==> src/rtl/ddps_pkg.sv <==
// package: register map, reset values and carriers for the pointer/stack/port0 bank
package ddps_pkg;

    localparam logic [7:0] ADDR_PORT0_LATCH = 8'h80;
    localparam logic [7:0] ADDR_STACK_TOP   = 8'h81;
    localparam logic [7:0] ADDR_PTR_A_LOW   = 8'h82;
    localparam logic [7:0] ADDR_PTR_A_HIGH  = 8'h83;
    localparam logic [7:0] ADDR_PTR_B_LOW   = 8'h84;
    localparam logic [7:0] ADDR_PTR_B_HIGH  = 8'h85;
    localparam logic [7:0] ADDR_PTR_SELECT  = 8'h86;
    localparam logic [7:0] ADDR_P0_DIR_LOW  = 8'hAC;
    localparam logic [7:0] ADDR_P0_DIR_HIGH = 8'hAD;
    localparam logic [7:0] ADDR_HW_CONFIG1  = 8'h3E;

    localparam logic [7:0] RST_PORT0_LATCH = 8'hFF;
    localparam logic [7:0] RST_STACK_TOP   = 8'h07;
    localparam logic [7:0] RST_PTR_BYTE    = 8'h00;
    localparam logic [7:0] RST_PTR_SELECT  = 8'h00;
    localparam logic [7:0] RST_P0_DIR      = 8'h00;
    localparam logic [7:0] RST_HW_CONFIG1  = 8'h00;

    localparam int SEL_BIT     = 0;
    localparam int EXT_BUS_BIT = 1;

    // core-side stack and pointer operations
    typedef struct packed {
        logic push;
        logic pop;
        logic active_data_pointer_inc;
        logic active_data_pointer_load;
        logic [15:0] active_data_pointer_value;
    } ddps_core_op_t;

    // external memory cycle request from the core
    typedef struct packed {
        logic       active;
        logic       ale;
        logic [7:0] addr_low;
        logic [7:0] wdata;
        logic       write;
    } ddps_ext_cycle_t;

endpackage

==> src/rtl/ddps_regs.sv <==
// pointer/stack/port0 register bank with port0 pin and bus muxing
`timescale 1ns/1ps
`default_nettype none

////////////////////////////////////////////////////////////////////////////////
// Summary of operation
// - stack pointer pre-increments on push, pre-decrements on pop
// - stack pointer resets to 07h
// - select bit picks pointer A or B
// - each pointer is high:low 16-bit address
// - selected pointer, output as active_data_pointer, addresses external data memory
// - port0 carries address under ALE, else data, while a bus cycle is active in bus mode
// - direction registers set port0 GPIO drive
// - config bit selects port0 GPIO or bus
module ddps_regs (
    input  wire logic                      clk,
    input  wire logic                      rst,
    input  wire logic [7:0]                reg_addr,
    input  wire logic [7:0]                reg_wdata,
    input  wire logic                      reg_wr,
    input  wire logic                      reg_rd,
    output logic      [7:0]                reg_rdata,
    input  wire ddps_pkg::ddps_core_op_t   core_op,
    input  wire ddps_pkg::ddps_ext_cycle_t ext_cycle,
    output logic      [7:0]                stack_addr,
    output logic      [15:0]               active_data_pointer,
    output logic      [15:0]               pointer_a,
    input  wire logic [7:0]                port0_in,
    output logic      [7:0]                port0_out,
    output logic      [7:0]                port0_oe,
    output logic      [7:0]                ext_rdata
);

    logic [7:0]  port0_latch;
    logic [7:0]  stack_top_pointer;
    logic [7:0]  pointer_a_low;
    logic [7:0]  pointer_a_high;
    logic [7:0]  pointer_b_low;
    logic [7:0]  pointer_b_high;
    logic        pointer_select;
    logic [7:0]  port0_direction_low;
    logic [7:0]  port0_direction_high;
    logic [7:0]  hardware_config_one;
    logic        ext_bus_mode;
    logic [15:0] next_active_data_pointer;
    logic [7:0]  next_rdata;
    logic [7:0]  next_p0_out;
    logic [7:0]  next_p0_oe;

    function automatic logic wr_hit(input logic [7:0] a);
        return reg_wr && (reg_addr == a);
    endfunction

    assign ext_bus_mode = hardware_config_one[ddps_pkg::EXT_BUS_BIT];

    ////////////////////////////////////////////////////////////////////////////
    // stack pointer
    always_ff @(posedge clk) begin
        if (rst) begin
            stack_top_pointer <= ddps_pkg::RST_STACK_TOP;
        end else if (wr_hit(ddps_pkg::ADDR_STACK_TOP)) begin
            stack_top_pointer <= reg_wdata;
        end else if (core_op.push) begin
            stack_top_pointer <= stack_top_pointer + 8'h01;
        end else if (core_op.pop) begin
            stack_top_pointer <= stack_top_pointer - 8'h01;
        end
    end

    // push writes at the incremented slot; pop moves stack_addr to the decremented slot
    always_ff @(posedge clk) begin
        if (rst) begin
            stack_addr <= ddps_pkg::RST_STACK_TOP;
        end else if (wr_hit(ddps_pkg::ADDR_STACK_TOP)) begin
            stack_addr <= reg_wdata;
        end else if (core_op.push) begin
            stack_addr <= stack_top_pointer + 8'h01;
        end else if (core_op.pop) begin
            stack_addr <= stack_top_pointer - 8'h01;
        end
    end

    ////////////////////////////////////////////////////////////////////////////
    // data pointers
    always_comb begin
        next_active_data_pointer = pointer_select ? {pointer_b_high, pointer_b_low}
                                   : {pointer_a_high, pointer_a_low};
        if (core_op.active_data_pointer_load) begin
            next_active_data_pointer = core_op.active_data_pointer_value;
        end else if (core_op.active_data_pointer_inc) begin
            next_active_data_pointer = next_active_data_pointer + 16'h0001;
        end
    end

    always_ff @(posedge clk) begin
        if (rst) begin
            pointer_a_low  <= ddps_pkg::RST_PTR_BYTE;
            pointer_a_high <= ddps_pkg::RST_PTR_BYTE;
        end else if ((core_op.active_data_pointer_load || core_op.active_data_pointer_inc) && !pointer_select) begin
            {pointer_a_high, pointer_a_low} <= next_active_data_pointer;
        end else begin
            if (wr_hit(ddps_pkg::ADDR_PTR_A_LOW)) begin
                pointer_a_low <= reg_wdata;
            end
            if (wr_hit(ddps_pkg::ADDR_PTR_A_HIGH)) begin
                pointer_a_high <= reg_wdata;
            end
        end
    end

    always_ff @(posedge clk) begin
        if (rst) begin
            pointer_b_low  <= ddps_pkg::RST_PTR_BYTE;
            pointer_b_high <= ddps_pkg::RST_PTR_BYTE;
        end else if ((core_op.active_data_pointer_load || core_op.active_data_pointer_inc) && pointer_select) begin
            {pointer_b_high, pointer_b_low} <= next_active_data_pointer;
        end else begin
            if (wr_hit(ddps_pkg::ADDR_PTR_B_LOW)) begin
                pointer_b_low <= reg_wdata;
            end
            if (wr_hit(ddps_pkg::ADDR_PTR_B_HIGH)) begin
                pointer_b_high <= reg_wdata;
            end
        end
    end

    always_ff @(posedge clk) begin
        if (rst) begin
            pointer_select <= ddps_pkg::RST_PTR_SELECT[ddps_pkg::SEL_BIT];
        end else if (wr_hit(ddps_pkg::ADDR_PTR_SELECT)) begin
            pointer_select <= reg_wdata[ddps_pkg::SEL_BIT];
        end
    end

    // outputs follow the registers one cycle later, from flops
    always_ff @(posedge clk) begin
        if (rst) begin
            active_data_pointer <= {ddps_pkg::RST_PTR_BYTE, ddps_pkg::RST_PTR_BYTE};
            pointer_a           <= {ddps_pkg::RST_PTR_BYTE, ddps_pkg::RST_PTR_BYTE};
        end else begin
            active_data_pointer <= pointer_select ? {pointer_b_high, pointer_b_low}
                                                  : {pointer_a_high, pointer_a_low};
            pointer_a           <= {pointer_a_high, pointer_a_low};
        end
    end

    ////////////////////////////////////////////////////////////////////////////
    // port0 latch, direction and configuration
    always_ff @(posedge clk) begin
        if (rst) begin
            port0_latch          <= ddps_pkg::RST_PORT0_LATCH;
            port0_direction_low  <= ddps_pkg::RST_P0_DIR;
            port0_direction_high <= ddps_pkg::RST_P0_DIR;
            hardware_config_one  <= ddps_pkg::RST_HW_CONFIG1;
        end else begin
            if (wr_hit(ddps_pkg::ADDR_PORT0_LATCH)) begin
                port0_latch <= reg_wdata;
            end
            if (wr_hit(ddps_pkg::ADDR_P0_DIR_LOW)) begin
                port0_direction_low <= reg_wdata;
            end
            if (wr_hit(ddps_pkg::ADDR_P0_DIR_HIGH)) begin
                port0_direction_high <= reg_wdata;
            end
            if (wr_hit(ddps_pkg::ADDR_HW_CONFIG1)) begin
                hardware_config_one <= reg_wdata;
            end
        end
    end

    // pin drive: bus cycle overrides GPIO when configured
    always_comb begin
        next_p0_out = port0_latch;
        next_p0_oe  = port0_direction_low | port0_direction_high;
        if (ext_bus_mode && ext_cycle.active) begin
            if (ext_cycle.ale) begin
                next_p0_out = ext_cycle.addr_low;
                next_p0_oe  = 8'hFF;
            end else begin
                next_p0_out = ext_cycle.wdata;
                next_p0_oe  = ext_cycle.write ? 8'hFF : 8'h00;
            end
        end
    end

    always_ff @(posedge clk) begin
        if (rst) begin
            port0_out <= ddps_pkg::RST_PORT0_LATCH;
            port0_oe  <= ddps_pkg::RST_P0_DIR;
            ext_rdata <= 8'h00;
        end else begin
            port0_out <= next_p0_out;
            port0_oe  <= next_p0_oe;
            if (ext_bus_mode && ext_cycle.active && !ext_cycle.ale && !ext_cycle.write) begin
                ext_rdata <= port0_in;
            end
        end
    end

    ////////////////////////////////////////////////////////////////////////////
    // register read path
    always_comb begin
        case (reg_addr)
            ddps_pkg::ADDR_PORT0_LATCH: next_rdata = port0_in;
            ddps_pkg::ADDR_STACK_TOP:   next_rdata = stack_top_pointer;
            ddps_pkg::ADDR_PTR_A_LOW:   next_rdata = pointer_a_low;
            ddps_pkg::ADDR_PTR_A_HIGH:  next_rdata = pointer_a_high;
            ddps_pkg::ADDR_PTR_B_LOW:   next_rdata = pointer_b_low;
            ddps_pkg::ADDR_PTR_B_HIGH:  next_rdata = pointer_b_high;
            ddps_pkg::ADDR_PTR_SELECT:  next_rdata = {7'h00, pointer_select};
            ddps_pkg::ADDR_P0_DIR_LOW:  next_rdata = port0_direction_low;
            ddps_pkg::ADDR_P0_DIR_HIGH: next_rdata = port0_direction_high;
            ddps_pkg::ADDR_HW_CONFIG1:  next_rdata = hardware_config_one;
            default:                    next_rdata = 8'h00;
        endcase
    end

    always_ff @(posedge clk) begin
        if (rst) begin
            reg_rdata <= 8'h00;
        end else if (reg_rd) begin
            reg_rdata <= next_rdata;
        end else begin
            reg_rdata <= 8'h00;
        end
    end

endmodule

`default_nettype wire

==> config.mk <==
export PLATFORM = sky130hd
export DESIGN_NAME = ddps_regs
export DESIGN_NICKNAME = d
export VERILOG_FILES = /design/src/rtl/ddps_pkg.sv /design/src/rtl/ddps_regs.sv
export SDC_FILE = /design/constraint.sdc
export NUM_CORES = 1
export LEC_CHECK = 0
export BUFFER_PORTS_ARGS = -buffer_cell sky130_fd_sc_hd__clkbuf_2
export CORE_ASPECT_RATIO = 0.8
export CORE_MARGIN = 2
export CORE_UTILIZATION = 45
export DETAILED_ROUTE_END_ITERATION = 8
export GPL_ROUTABILITY_DRIVEN = 0
export PLACE_DENSITY = 0.78
export REMOVE_ABC_BUFFERS = 1
export SLEW_MARGIN = 20
export SYNTH_ARGS = -nofsm -noshare
export SYNTH_HDL_FRONTEND = slang
export SYNTH_SLANG_ARGS = --single-unit
==> constraint.sdc <==
create_clock -name clk -period 1.96 [get_ports clk]
set_input_delay 0.294 -clock clk [delete_from_list [all_inputs] [get_ports clk]]
set_output_delay 0.294 -clock clk [all_outputs]
set_load 0.01 [all_outputs]
==> results.cfg <==
[critical_path]
worstPathCellList = buf_8 -> nand3b_1 -> a222oi_1 -> buf_4 -> buf_4 -> and2_1 -> o31a_1 -> a21oi_1
critPathCaptureType = register
crit_slowest_cell = a222oi_1
r2r_start = pointer_select$_SDFFE_PP0P_
slowest_delay_ns = 0.45
cp.arrival_ns = 2.36
cpMostUsedCell = buf_4
cp-start-kind = register
r2r_slack_ns = -0.09
reg2regPathDepth = 8
critPathRequiredTime_ns = 2.27
r2r-end = pointer_a_high[2]$_SDFFE_PP0P_
critPathKind = reg2reg
crit_fanout = 32

[power]
p_switching_uw = 1950
vdd_drop_max_mv = 0.625
p_leak_uw = 0.00379
power_frac_clock_pct = 43.5
p_int_uw = 5360
pwr-share-seq_pct = 40.7
pwr-share-comb_pct = 15.8
switching_share_pct = 26.7
p_per_area_nw_per_um2 = 820

[sta]
layout_worst_path_cycle_share_pct = 105
setup_viol = 4
fin_skew_ns = 0.00685
finalCriticalPeriod_ns = 2.05
worst_slack_ns = -0.0907
tightest_slew_ns = 0.664
relSlewSlack_pct = 55.6
report.final.hold_viol_count = 0
maxSlewViolCount = 0
max_freq_ghz = 0.488
rsz0062_at_grt = yes

[yosys]
post_synth_most_frequent_cells = dfxtp_1 (137), nand2_1 (108), a21oi_1 (63), mux2i_1 (50), clkbuf_1 (45)
ys.flop_type = dfxtp_1
yosysTopAreaCell = dfxtp_1
synth.most_common_cell = dfxtp_1
yosysSeqAreaShare_pct = 40.6
synth_top_area_share_pct = 40.6
syn-cell-area_sq_um = 6750
synth_cell_types = 61
synth_seq_cells = 137
yosys_warnings = 0
avgSynthCellArea_sq_um = 8.78
syn-instance-count = 769
synth_enable_flop_cells = 0
async_reset_ff_share_pct = 0
synth_area_leaders = dfxtp_1 (41%), mux2i_1 (7.4%), nand2_1 (6.0%), a21oi_1 (4.7%), mux2_2 (4.3%)

[die]
dieArea_sq_um = 16000
ios = 139
rows = 40
start_util_pct = 45.4
core_area_sq_um = 14900
fp.dieW_um = 141
die_y_um = 114

[place]
port_buffers = 138
place_hpwl_um = 16400
dp_slack_ns = -0.253
place_area_sq_um = 8240

[hold_path]
hp-class = in2reg
holdPathEnd = ext_rdata[4]$_SDFFE_PP0P_
worstHoldStart = port0_in[4]
hold_depth = 3

[global_route]
grt.overflow.total = 0
global_route.usage.total_pct = 28.5
grt_pass1_wl_um = 35000
grt_start_max_net_pins = 40
grt_pass1_vias = 6558
antenna_found_initial = 1

[layout]
nFillCells = 1293
fin_nets = 1046
postLayoutCellArea_sq_um = 8920
drive_above_1_share_pct = 32.9
diodes = 0
area_growth_pct = 32.0

[detailed_routing]
vias_per_cell = 5.93
vias = 6953
antenna_left = 0
drt-initial-drc-count = 811
wl_per_cell_um = 19.1
drt_pass1_iterations = 6
drcViolationCount = 0
finalWirelength_um = 22400

[clock_tree]
h-tree-depth = 4
cts_tree = done
cts-buffers-inserted = 17
clk_path_buf_depth = 2
cts_sinks = 137
clkTransAtPathRegs_ns = 0.06
cts_hold_buf = 0
root_buffer = clkbuf_16
clk_latency_ns = 0.43

[outcome]
status = complete, but fails checks
violations = setup timing

[flow_run]
maxCapViolations = 0
-- how the worst max path moves through the flow --
stage,from,end,cells after the start
finish,pointer_select$_SDFFE_PP0P_,pointer_a_high[2]$_SDFFE_PP0P_,8
global route,pointer_select$_SDFFE_PP0P_,pointer_a_high[3]$_SDFFE_PP0P_,8
CTS,pointer_select$_SDFFE_PP0P_,pointer_b_low[6]$_SDFFE_PP0P_,8
detailed placement,pointer_select$_SDFFE_PP0P_,pointer_b_high[3]$_SDFFE_PP0P_,6
global placement,reg_addr[4],pointer_a_high[6]$_SDFFE_PP0P_,6
floorplan,pointer_select$_SDFFE_PP0P_,pointer_a_low[6]$_SDFFE_PP0P_,8
-- final cells by class --
cell class | count | area, sq um | area share (%)
Clock buffer | 21 | 470 | 5.28
Inverter | 7 | 26.3 | 0.295
Timing Repair Buffer | 243 | 1520 | 17.1
Sequential cell | 137 | 2750 | 30.8
Tap cell | 189 | 236 | 2.65
Multi-Input combinational cell | 565 | 3800 | 42.6
Clock inverter | 10 | 116 | 1.31
-- registers in the layout, summed over array words and instances (netlist names) --
signal and flops:
port0_direction_low 8, active_data_pointer 16, pointer_select 1, pointer_a_high 8
hardware_config_one 8, port0_direction_high 8, pointer_a 16, port0_out 8
pointer_a_low 8, port0_oe 8, pointer_b_low 8, ext_rdata 8
pointer_b_high 8, port0_latch 8, stack_addr 8, reg_rdata 8
-- power by group through the flow --
stage	Combinational, uW	Sequential (uW)	Clock, uW
2_1_floorplan	507	3050	0
3_3_place_gp	1090	3030	0
3_5_place_dp	1110	3030	0
4_1_cts	1130	2970	3230
5_1_grt	1250	2990	3350
6_report	1150	2980	3190
-- what timing repair did --
action	4_1_cts	5_1_grt
gates resized for setup	8	8
buffers inserted	1	1
pin swaps	1	2
setup endpoints to repair	22	20
-- metrics by stage --
stage	hold WS (ns)	total power, uW	std cells	TNS, ns	utilization, %
6_report	0.103	7310	1172	-0.316	60.0
5_1_grt	0.111	7580	1172	-0.951	60.0
4_1_cts	0.0910	7330	1171	0	59.7
3_5_place_dp	0.447	4140	1139	-4.11	55.4
3_3_place_gp	0.441	4120	1139	-2.85	55.4
2_1_floorplan	0.359	3560	709	-22.04	-
-- kinds of logic (layout without fill, tap and decap cells) --
group                      count (synthesis)  count (layout)  synth area share (%)
and+or+nand+nor                          272             272                  19.8
AOI/OAI and AO/OA                        197             197                  19.8
DFF                                      137             137                  40.6
muxes                                     80              80                  13.1
buffers and inverters                     67             281                  4.09
adders and majority gates                  8               8                  1.59
xor gates and xnor gates                   8               8                  1.04
-- metal layers --
| metal | routed length (um) | track usage, % |
|---|---|---|
| met5 | 0 | 0 |
| met3 | 2780 | 8.40 |
| met2 | 9520 | 42.4 |
| met1 | 9420 | 39.0 |
| met4 | 703 | 11.6 |
-- worst max-delay path: cells and delay by family (launching register included) --
family	cells	cell delay, ns
and+or+nand+nor	2	0.38
DFF	1	0.36
buffers and inverters	3	0.49
AOI/OAI and AO/OA	3	0.70
-- cell usage in the layout, fill, tap and decap left out, types with 9 or more instances in the layout --
master,count
nand2_1,107
o211ai_1,12
clkbuf_16,17
dfxtp_1,136
mux2_2,26
o31a_1,13
nand3b_1,12
nor2b_1,24
mux2i_1,47
nor2_1,44
buf_4,101
nand3_1,39
a21oi_1,62
a22oi_1,15
a31oi_1,10
a221oi_1,9
o21ai_0,21
clkbuf_2,138
a211oi_1,13
Note: power is estimated with default switching activity, not from simulation.
